File: config.mk
export PLATFORM = sky130hd
export DESIGN_NAME = trdp_port
export DESIGN_NICKNAME = d
export VERILOG_FILES = /design/src/trdp_sync.v /design/src/trdp_tap_fsm.v /design/src/trdp_port.v
export VERILOG_INCLUDE_DIRS = /design/src /design/src/pkg
export SDC_FILE = /design/constraint.sdc
export NUM_CORES = 1
export LEC_CHECK = 0
export BUFFER_PORTS_ARGS = -buffer_cell sky130_fd_sc_hd__buf_2
export CORE_AREA = 2 2 101 103
export CTS_CLUSTER_DIAMETER = 40
export DETAILED_ROUTE_END_ITERATION = 8
export DIE_AREA = 0 0 103 105
export GPL_TIMING_DRIVEN = 0
export HOLD_SLACK_MARGIN = 0.02
export PLACE_DENSITY_LB_ADDON = 0.25
export SLEW_MARGIN = 30
export SYNTH_ARGS = -nofsm -noshare
export SYNTH_HDL_FRONTEND = slang
export SYNTH_SLANG_ARGS = --single-unit
File: constraint.sdc
create_clock -name ref_clk_in -period 3.07 [get_ports ref_clk_in]
set_clock_uncertainty 0.2 [all_clocks]
set_input_delay 0.4605 -clock ref_clk_in [delete_from_list [all_inputs] [get_ports ref_clk_in]]
set_output_delay 0.4605 -clock ref_clk_in [all_outputs]
set_load 0.01 [all_outputs]
File: src/pkg/trdp_defs.vh
// Purpose: Shared constants for the test reset and debug port block
// Assumes: Included by bare name from every design file but the synchroniser
// Notes:   Offsets, codes and counts only; no logic
`ifndef TRDP_DEFS_VH
`define TRDP_DEFS_VH

// Test access state codes
`define TRDP_ST_RESET     4'h0
`define TRDP_ST_IDLE      4'h1
`define TRDP_ST_SEL_DR    4'h2
`define TRDP_ST_CAP_DR    4'h3
`define TRDP_ST_SH_DR     4'h4
`define TRDP_ST_EX1_DR    4'h5
`define TRDP_ST_PA_DR     4'h6
`define TRDP_ST_EX2_DR    4'h7
`define TRDP_ST_UPD_DR    4'h8
`define TRDP_ST_SEL_IR    4'h9
`define TRDP_ST_CAP_IR    4'hA
`define TRDP_ST_SH_IR     4'hB
`define TRDP_ST_EX1_IR    4'hC
`define TRDP_ST_PA_IR     4'hD
`define TRDP_ST_EX2_IR    4'hE
`define TRDP_ST_UPD_IR    4'hF

// Instruction register
`define TRDP_IR_W         4
`define TRDP_IR_CAPTURE   4'h1
`define TRDP_IR_BYPASS    4'hF
`define TRDP_IR_DEBUG     4'h8
`define TRDP_IR_RESET     4'hF

// Debug data register and commands
`define TRDP_DR_W         8
`define TRDP_CMD_ENTER    4'h1
`define TRDP_CMD_RESUME   4'h2
`define TRDP_CMD_TRIG     4'h3
`define TRDP_CMD_TRDEST   4'h4

// Trace destinations
`define TRDP_DEST_SERIAL  2'h0
`define TRDP_DEST_PAR     2'h1
`define TRDP_DEST_BUF     2'h2

// System reset qualification: four link clock periods of 200 ns at 25 ns
`define TRDP_SYSRST_NS    800
`define TRDP_CLK_NS       25
`define TRDP_SYSRST_CYC   ((`TRDP_SYSRST_NS + `TRDP_CLK_NS - 1) / `TRDP_CLK_NS)

// Link clock ceiling
`define TRDP_TCK_MAX_MHZ  25

`endif

File: src/trdp_sync.v
// Purpose: Two-stage synchroniser for a group of asynchronous levels
// Assumes: Destination clock is ref_clk_in
// Notes:   First stage feeds only the second stage
`timescale 1ns/1ps
module trdp_sync #(
    parameter WIDTH = 1
) (
    input  wire             ref_clk_in,
    input  wire             rst_n_in,
    input  wire [WIDTH-1:0] async_in,
    output reg  [WIDTH-1:0] sync_out
);
    reg [WIDTH-1:0] meta;
    genvar i;
    generate
        for (i = 0; i < WIDTH; i = i + 1) begin : g_bit
            always @(posedge ref_clk_in or negedge rst_n_in) begin
                if (!rst_n_in) begin
                    meta[i]     <= 1'b0;
                    sync_out[i] <= 1'b0;
                end else begin
                    meta[i]     <= async_in[i];
                    sync_out[i] <= meta[i];
                end
            end
        end
    endgenerate
endmodule // trdp_sync

File: src/trdp_tap_fsm.v
// Purpose: Test access state machine advanced on sampled link clock rises
// Assumes: tck_rise_in is a one-cycle pulse per rising link clock edge
// Notes:   test_reset_in clears the state at once, ahead of any edge
`timescale 1ns/1ps
`include "trdp_defs.vh"
module trdp_tap_fsm (
    input  wire       ref_clk_in,
    input  wire       rst_n_in,
    input  wire       test_reset_in,
    input  wire       tck_rise_in,
    input  wire       tms_in,
    output reg  [3:0] state_out
);
    reg [3:0] next_state;

    always @* begin
        next_state = state_out;
        case (state_out)
            `TRDP_ST_RESET:  next_state = tms_in ? `TRDP_ST_RESET  : `TRDP_ST_IDLE;
            `TRDP_ST_IDLE:   next_state = tms_in ? `TRDP_ST_SEL_DR : `TRDP_ST_IDLE;
            `TRDP_ST_SEL_DR: next_state = tms_in ? `TRDP_ST_SEL_IR : `TRDP_ST_CAP_DR;
            `TRDP_ST_CAP_DR: next_state = tms_in ? `TRDP_ST_EX1_DR : `TRDP_ST_SH_DR;
            `TRDP_ST_SH_DR:  next_state = tms_in ? `TRDP_ST_EX1_DR : `TRDP_ST_SH_DR;
            `TRDP_ST_EX1_DR: next_state = tms_in ? `TRDP_ST_UPD_DR : `TRDP_ST_PA_DR;
            `TRDP_ST_PA_DR:  next_state = tms_in ? `TRDP_ST_EX2_DR : `TRDP_ST_PA_DR;
            `TRDP_ST_EX2_DR: next_state = tms_in ? `TRDP_ST_UPD_DR : `TRDP_ST_SH_DR;
            `TRDP_ST_UPD_DR: next_state = tms_in ? `TRDP_ST_SEL_DR : `TRDP_ST_IDLE;
            `TRDP_ST_SEL_IR: next_state = tms_in ? `TRDP_ST_RESET  : `TRDP_ST_CAP_IR;
            `TRDP_ST_CAP_IR: next_state = tms_in ? `TRDP_ST_EX1_IR : `TRDP_ST_SH_IR;
            `TRDP_ST_SH_IR:  next_state = tms_in ? `TRDP_ST_EX1_IR : `TRDP_ST_SH_IR;
            `TRDP_ST_EX1_IR: next_state = tms_in ? `TRDP_ST_UPD_IR : `TRDP_ST_PA_IR;
            `TRDP_ST_PA_IR:  next_state = tms_in ? `TRDP_ST_EX2_IR : `TRDP_ST_PA_IR;
            `TRDP_ST_EX2_IR: next_state = tms_in ? `TRDP_ST_UPD_IR : `TRDP_ST_SH_IR;
            `TRDP_ST_UPD_IR: next_state = tms_in ? `TRDP_ST_SEL_DR : `TRDP_ST_IDLE;
            default:         next_state = `TRDP_ST_RESET;
        endcase
    end

    // Any state reaches reset within five high samples, three from idle
    always @(posedge ref_clk_in or negedge rst_n_in) begin
        if (!rst_n_in) begin
            state_out <= `TRDP_ST_RESET;
        end else if (test_reset_in) begin
            state_out <= `TRDP_ST_RESET;
        end else if (tck_rise_in) begin
            state_out <= next_state;
        end
    end
endmodule // trdp_tap_fsm

File: src/trdp_port.v
// Behaviour
// Power-good never resets the test controller; only test reset or TMS.
// Test reset low clears the whole test subsystem and instruction register.
// Five high TMS samples on TCK rises force Test-Logic-Reset.
// Controller stays in Test-Logic-Reset while TMS samples high.
// After one stray low TMS, three high samples return to reset.
// In Test-Logic-Reset all test logic is off; normal operation continues.
// Straps are sampled and latched only on power-good assertion.
// Latched straps never change the shared pins' general bus functions.
// The four test pins are dedicated and never multiplexed.
// Basic debug works with TCK, TMS, TDI, TDO alone.
// TDO is high impedance whenever serial data is not driven.
// External unit holds system reset low at least four TCK periods.
// System reset low resets all system logic; may be ANDed with power-good.
// Break input requests debug entry, or toggles trace capture.
// Stop output is driven high on entry to debug mode.
// Optional trigger output from debug registers for a logic analyser.
// One test clock drives both the controller and the debug interface.
// Test logic works with a test clock up to 25 MHz; the code samples TCK at 40 MHz, which covers a 200 ns test clock.
// Trace goes to serial port, parallel port or internal buffer.
// Command acknowledge asserts once a debug command is accepted and done.
// Capture-IR loads the instruction shift register with 0001b.
//
// Purpose: Test access port reset, debug command port and support pins
// Assumes: Pins are asynchronous to ref_clk_in; all but trigger_event_in pass two flops
// Notes:   The link clock is sampled; 40 MHz covers a 200 ns test clock
`timescale 1ns/1ps
`include "trdp_defs.vh"
module trdp_port #(
    parameter SYSRST_CYC = `TRDP_SYSRST_CYC
) (
    input  wire       ref_clk_in,
    input  wire       rst_n_in,
    input  wire       tck_in,
    input  wire       tms_in,
    input  wire       tdi_in,
    input  wire       test_reset_n_in,
    input  wire       system_reset_n_in,
    input  wire       power_good_in,
    input  wire       break_or_trace_request_in,
    input  wire       debug_enter_strap_in,
    input  wire       instruction_trace_strap_in,
    input  wire       debug_disable_strap_in,
    input  wire       trigger_event_in,
    output reg        tdo_out,
    output reg        tdo_oe_out,
    output reg        command_acknowledge_out,
    output reg        stop_transmit_out,
    output reg        trigger_out,
    output reg        system_reset_n_out,
    output reg        debug_mode_out,
    output reg        trace_enable_out,
    output reg  [1:0] trace_dest_out,
    output reg        test_logic_active_out,
    output reg  [2:0] strap_latched_out
);
    // Synchronised pins; test reset and system reset are synchronised inverted
    wire [9:0] pins_s;
    trdp_sync #(.WIDTH(10)) u_sync (
        .ref_clk_in   (ref_clk_in),
        .rst_n_in     (rst_n_in),
        .async_in     ({~test_reset_n_in, ~system_reset_n_in, power_good_in,
                        break_or_trace_request_in, debug_enter_strap_in,
                        instruction_trace_strap_in, debug_disable_strap_in,
                        tck_in, tms_in, tdi_in}),
        .sync_out     (pins_s)
    );
    wire trst_s  = pins_s[9];
    wire sysrst_s = pins_s[8];
    wire pg_s    = pins_s[7];
    wire brk_s   = pins_s[6];
    wire tck_s   = pins_s[2];
    wire tms_s   = pins_s[1];
    wire tdi_s   = pins_s[0];

    // One test clock for controller and debug interface
    reg  tck_d;
    wire tck_rise = tck_s & ~tck_d;
    wire tck_fall = ~tck_s & tck_d;

    wire [3:0] tap_state;
    // Power-good is deliberately absent from the controller's reset
    trdp_tap_fsm u_fsm (
        .ref_clk_in    (ref_clk_in),
        .rst_n_in      (rst_n_in),
        .test_reset_in (trst_s),
        .tck_rise_in   (tck_rise),
        .tms_in        (tms_s),
        .state_out     (tap_state)
    );

    reg [`TRDP_IR_W-1:0] ir_shift;
    reg [`TRDP_IR_W-1:0] ir_cur;
    reg [`TRDP_DR_W-1:0] dr_shift;
    reg                  byp;
    reg                  pg_d;
    reg                  brk_d;
    reg                  cmd_pending;
    reg [`TRDP_DR_W-1:0] cmd_word;
    reg [15:0]           sysrst_cnt;

    wire in_reset = (tap_state == `TRDP_ST_RESET);
    wire dbg_sel  = (ir_cur == `TRDP_IR_DEBUG);
    wire sh_ir    = (tap_state == `TRDP_ST_SH_IR);
    wire sh_dr    = (tap_state == `TRDP_ST_SH_DR);
    wire sys_rst  = (sysrst_cnt >= SYSRST_CYC[15:0]);

    // Instruction and data paths, all on test clock edges
    always @(posedge ref_clk_in or negedge rst_n_in) begin
        if (!rst_n_in) begin
            tck_d    <= 1'b0;
            ir_shift <= `TRDP_IR_RESET;
            ir_cur   <= `TRDP_IR_RESET;
            dr_shift <= {`TRDP_DR_W{1'b0}};
            byp      <= 1'b0;
        end else begin
            tck_d <= tck_s;
            if (trst_s) begin
                ir_shift <= `TRDP_IR_RESET;
                ir_cur   <= `TRDP_IR_RESET;
                dr_shift <= {`TRDP_DR_W{1'b0}};
                byp      <= 1'b0;
            end else if (tck_rise) begin
                case (tap_state)
                    `TRDP_ST_RESET:  ir_cur   <= `TRDP_IR_RESET;
                    `TRDP_ST_CAP_IR: ir_shift <= `TRDP_IR_CAPTURE;
                    `TRDP_ST_SH_IR:  ir_shift <= {tdi_s, ir_shift[`TRDP_IR_W-1:1]};
                    `TRDP_ST_CAP_DR: byp      <= 1'b0;
                    `TRDP_ST_SH_DR: begin
                        if (dbg_sel) begin
                            dr_shift <= {tdi_s, dr_shift[`TRDP_DR_W-1:1]};
                        end else begin
                            byp <= tdi_s;
                        end
                    end
                    default: ;
                endcase
            end else if (tck_fall && tap_state == `TRDP_ST_UPD_IR) begin
                ir_cur <= ir_shift;
            end
        end
    end

    // TDO changes on the falling test clock, driven only while shifting
    always @(posedge ref_clk_in or negedge rst_n_in) begin
        if (!rst_n_in) begin
            tdo_out    <= 1'b0;
            tdo_oe_out <= 1'b0;
        end else if (trst_s) begin
            tdo_out    <= 1'b0;
            tdo_oe_out <= 1'b0;
        end else if (tck_fall) begin
            tdo_oe_out <= sh_ir | sh_dr;
            if (sh_ir) begin
                tdo_out <= ir_shift[0];
            end else if (sh_dr) begin
                tdo_out <= dbg_sel ? dr_shift[0] : byp;
            end else begin
                tdo_out <= 1'b0;
            end
        end
    end

    // Straps caught on the power-good rise only; outputs unchanged after
    always @(posedge ref_clk_in or negedge rst_n_in) begin
        if (!rst_n_in) begin
            pg_d              <= 1'b0;
            strap_latched_out <= 3'h0;
        end else begin
            pg_d <= pg_s;
            if (pg_s && !pg_d) begin
                strap_latched_out <= pins_s[5:3];
            end
        end
    end

    // System reset qualified over the minimum hold time
    always @(posedge ref_clk_in or negedge rst_n_in) begin
        if (!rst_n_in) begin
            sysrst_cnt         <= 16'h0000;
            system_reset_n_out <= 1'b0;
        end else begin
            if (!sysrst_s) begin
                sysrst_cnt <= 16'h0000;
            end else if (!sys_rst) begin
                sysrst_cnt <= sysrst_cnt + 16'h0001;
            end
            system_reset_n_out <= ~(sys_rst | ~pg_s);
        end
    end

    // Command capture at Update-DR with the debug instruction selected
    always @(posedge ref_clk_in or negedge rst_n_in) begin
        if (!rst_n_in) begin
            cmd_pending <= 1'b0;
            cmd_word    <= {`TRDP_DR_W{1'b0}};
        end else if (trst_s || in_reset) begin
            cmd_pending <= 1'b0;
        end else if (tck_fall && tap_state == `TRDP_ST_UPD_DR && dbg_sel) begin
            cmd_pending <= 1'b1;
            cmd_word    <= dr_shift;
        end else begin
            cmd_pending <= 1'b0;
        end
    end

    // Debug state; break, commands, trigger, trace routing
    always @(posedge ref_clk_in or negedge rst_n_in) begin
        if (!rst_n_in) begin
            brk_d                   <= 1'b0;
            debug_mode_out          <= 1'b0;
            trace_enable_out        <= 1'b0;
            trace_dest_out          <= `TRDP_DEST_SERIAL;
            stop_transmit_out       <= 1'b0;
            command_acknowledge_out <= 1'b0;
            trigger_out             <= 1'b0;
            test_logic_active_out   <= 1'b0;
        end else begin
            brk_d                   <= brk_s;
            command_acknowledge_out <= 1'b0;
            test_logic_active_out   <= ~in_reset;
            trigger_out             <= trigger_event_in & ~strap_latched_out[0];
            if (sys_rst) begin
                debug_mode_out   <= strap_latched_out[2] & ~strap_latched_out[0];
                trace_enable_out <= strap_latched_out[1];
                trace_dest_out   <= `TRDP_DEST_SERIAL;
            end else if (!strap_latched_out[0]) begin
                // Debug entry request unless the trace strap is latched; then a trace toggle
                if (brk_s && !brk_d) begin
                    if (strap_latched_out[1]) begin
                        trace_enable_out <= ~trace_enable_out;
                    end else begin
                        debug_mode_out <= 1'b1;
                    end
                end
                if (cmd_pending) begin
                    command_acknowledge_out <= 1'b1;
                    case (cmd_word[3:0])
                        `TRDP_CMD_ENTER:  debug_mode_out <= 1'b1;
                        `TRDP_CMD_RESUME: debug_mode_out <= 1'b0;
                        `TRDP_CMD_TRIG:   trigger_out    <= 1'b1;
                        `TRDP_CMD_TRDEST: trace_dest_out <= cmd_word[5:4];
                        default: ;
                    endcase
                end
            end
            stop_transmit_out <= debug_mode_out;
        end
    end
endmodule // trdp_port

==> reports/results.ini <==
[run_status]
status = completed

[sta]
hold_viol_final = 0
slew_viol_final = 0
worst_slew_pin_slew_ns = 0.906
post-route-period-util_pct = 84.6
setup_violations = 0
maxSlewHeadroom_pct = 38.8
max_freq_mhz = 385
rsz0062_at_grt = false
period_needed_ns = 2.60
setup-tns-final_ns = 0

[worst_setup_path]
startpoint_type = flop
max_stage_delay_ns = 0.73
arrival_ns = 2.61
crit_fanout = 8
path_cells = nor4b_1 -> nand3_1 -> mux2i_1 -> nor2_1
required_ns = 3.08
reg2reg_setup_slack_ns = 0.47
crit_slowest_cell = nor4b_1
worstSetupEndpointType = flop
crit_type = reg -> reg

[floorplanning]
core_um2 = 9640
io_pins = 27
start_util_pct = 34.3
dieArea_um2 = 10800
die_y_um = 105
rows = 36
die_w_um = 103

[grt]
antenna_found_initial = 0
grt_pass1_vias = 2063
grt_max_degree = 64
grt_pass1_wl_um = 10300
grt_usage_pct = 12.2
grt_overflow = 0

[clock_network]
clk_pin_slew_ns = 0.08
clk_path_buf_depth = 2
cts_root_buf = clkbuf_8
cts-resized-gates = 0
insertion_delay_ns = 0.35
cts_num_sinks = 81
htree_levels = 3
cts_tree = done
cts_buffers = 9

[pwr]
finalPower_mw = 2.09
peakVddDrop_mv = 0.231
p_leak_nw = 1.81
p_per_area_nw_per_um2 = 530

[routing]
drcViolationCount = 0
drtPass1Iterations = 4
vias = 2182
post_drt_wl_per_cell_um = 13.1
routed_wl_um = 6030
viasPerCell = 4.75
ant_nets = 0
drt_iter0_markers = 128

[placement]
place_area_um2 = 3640
numPortBuffers = 26
hpwl_um = 3980
place.gp.congestion = 0.776

[final_layout]
n_antenna_cell = 0
syn2layout_area_growth_pct = 19.1
finalNetCount = 336
fin_util_pct = 40.9
drive_above_1_share_pct = 22.4
design_area_um2 = 3940

[logic_synthesis]
synth_mux_area_share_pct = 8.39
avgSynthCellArea_um2 = 12.1
synth_compound_area_share_pct = 8.70
synth_fp_nets = 288
synth_cells = 273
synth-seq-area-share_pct = 61.6
synth_top_area_share_pct = 55.2
yosys.area.top_type = dfrtp_1
synth-main-ff-cell = dfrtp_1
synthAdderAreaFrac_pct = 0.756
synth-async-reset-ratio_pct = 100
syn_area_um2 = 3310
ys_ff_latch = 81
synth_xor_xnor_area_share_pct = 0.529
synth_top_family_by_area = simple AND/OR/NAND/NOR gates
synth-simple-area-share_pct = 17.4
synth_edf_count = 0
yosysMostFrequentCell = dfrtp_1
yosys_warnings = 0
synthTopCellsByArea = dfrtp_1 (55%), dfstp_2 (6.4%), mux2_2 (4.8%)
synth.distinct_cells = 50
ys_top_cells_by_count = dfrtp_1 (73), nor2_1 (23), mux2_2 (14)

[flow_run]
drv_cap = 0

[worst_hold_path]
hold_path_class = in -> reg

## cells by family (layout without fill, tap and decap cells)
kind of cell | count (synthesis) | in the layout
and+or+nand+nor | 98 | 98
DFF | 81 | 81
AOI/OAI and AO/OA | 42 | 42
muxes | 26 | 26
buffers and inverters | 22 | 75
adders and majority gates | 2 | 2
xor gates and xnor gates | 2 | 2
## final cells by class
cell class / instances / area (um2)
Timing Repair Buffer: 37 / 264
Tap cell: 133 / 166
Clock buffer: 9 / 124
Inverter: 8 / 30.0
Multi-Input combinational cell: 170 / 1180
Buffer: 14 / 60.1
Clock inverter: 7 / 77.6
Sequential cell: 81 / 2040
Fill cell: 960 / 5700
## state kept, by name, indices dropped and copies added (netlist names), 2 cells and up
| signal | count |
|---|---|
| u_fsm.state_out | 4 |
| u_sync.meta | 10 |
| strap_latched_out | 3 |
| cmd_word | 6 |
| ir_cur | 4 |
| trace_dest_out | 2 |
| dr_shift | 8 |
| ir_shift | 4 |
| u_sync.sync_out | 10 |
| sysrst_cnt | 16 |
## worst max-delay path: cells and delay by family (launching register included)
| kind | cells | cell delay (ns) |
|---|---|---|
| and+or+nand+nor | 3 | 1.42 |
| muxes | 1 | 0.30 |
| DFF | 1 | 0.54 |
## report_power, final
group / total, mW / internal (mW) / leakage, nW / switching [mW]
clock: 0.779 / 0.381 / 0.0885 / 0.398
sequential: 1.15 / 1.11 / 1.03 / 0.0373
combinational: 0.159 / 0.0733 / 0.696 / 0.0856
total: 2.09 / 1.57 / 1.81 / 0.521
## cell usage in the layout, fill, tap and decap left out, drive strengths merged, types with 5 or more instances in the layout
cell type	count
dfrtp	73
buf	29
nor2	23
clkbuf	21
mux2	14
mux2i	12
a21oi	11
and2	11
dlygate4sd3	10
inv	10
nand2	9
or3	8
dfstp	8
o21ai	7
nor3b	6
nand2b	6
nand3	5
## worst paths after layout
path,startpoint,endpoint,cells past startpoint
min in group asynchronous,rst_n_in,u_sync.meta[5],2
max in group asynchronous,rst_n_in,ir_cur[0],3
min,test_reset_n_in,u_sync.meta[9],2
max,ir_cur[3],dr_shift[2],4
max reg2reg,ir_cur[3],dr_shift[2],4
min reg2reg,u_sync.meta[9],u_sync.sync_out[9],0
## timing repair
action | in CTS | in global routing
endpoints found under the hold margin | 26 | 1
setup buffers | 0 | 0
hold buffers | 9 | 1
## metal layers
metal	GRT usage (%)	vias up	share of wire, %
met5	0	-	0
met4	5.17	0	1.7
met3	3.14	7	3.3
met2	16.6	42	43
met1	18.1	1069	52
li1	-	1064	-
## per-stage QoR
step / instances / hold slack [ns] / setup slack [ns]
3_3_place_gp: 432 / 0.132 / 0.425
2_1_floorplan: 273 / -0.0351 / 0.820
3_5_place_dp: 433 / 0.110 / 0.456
4_1_cts: 458 / 0.0221 / 0.426
6_report: 459 / 0.0428 / 0.473
5_1_grt: 459 / 0.0305 / 0.228
Note: power is estimated with default switching activity, not from simulation.
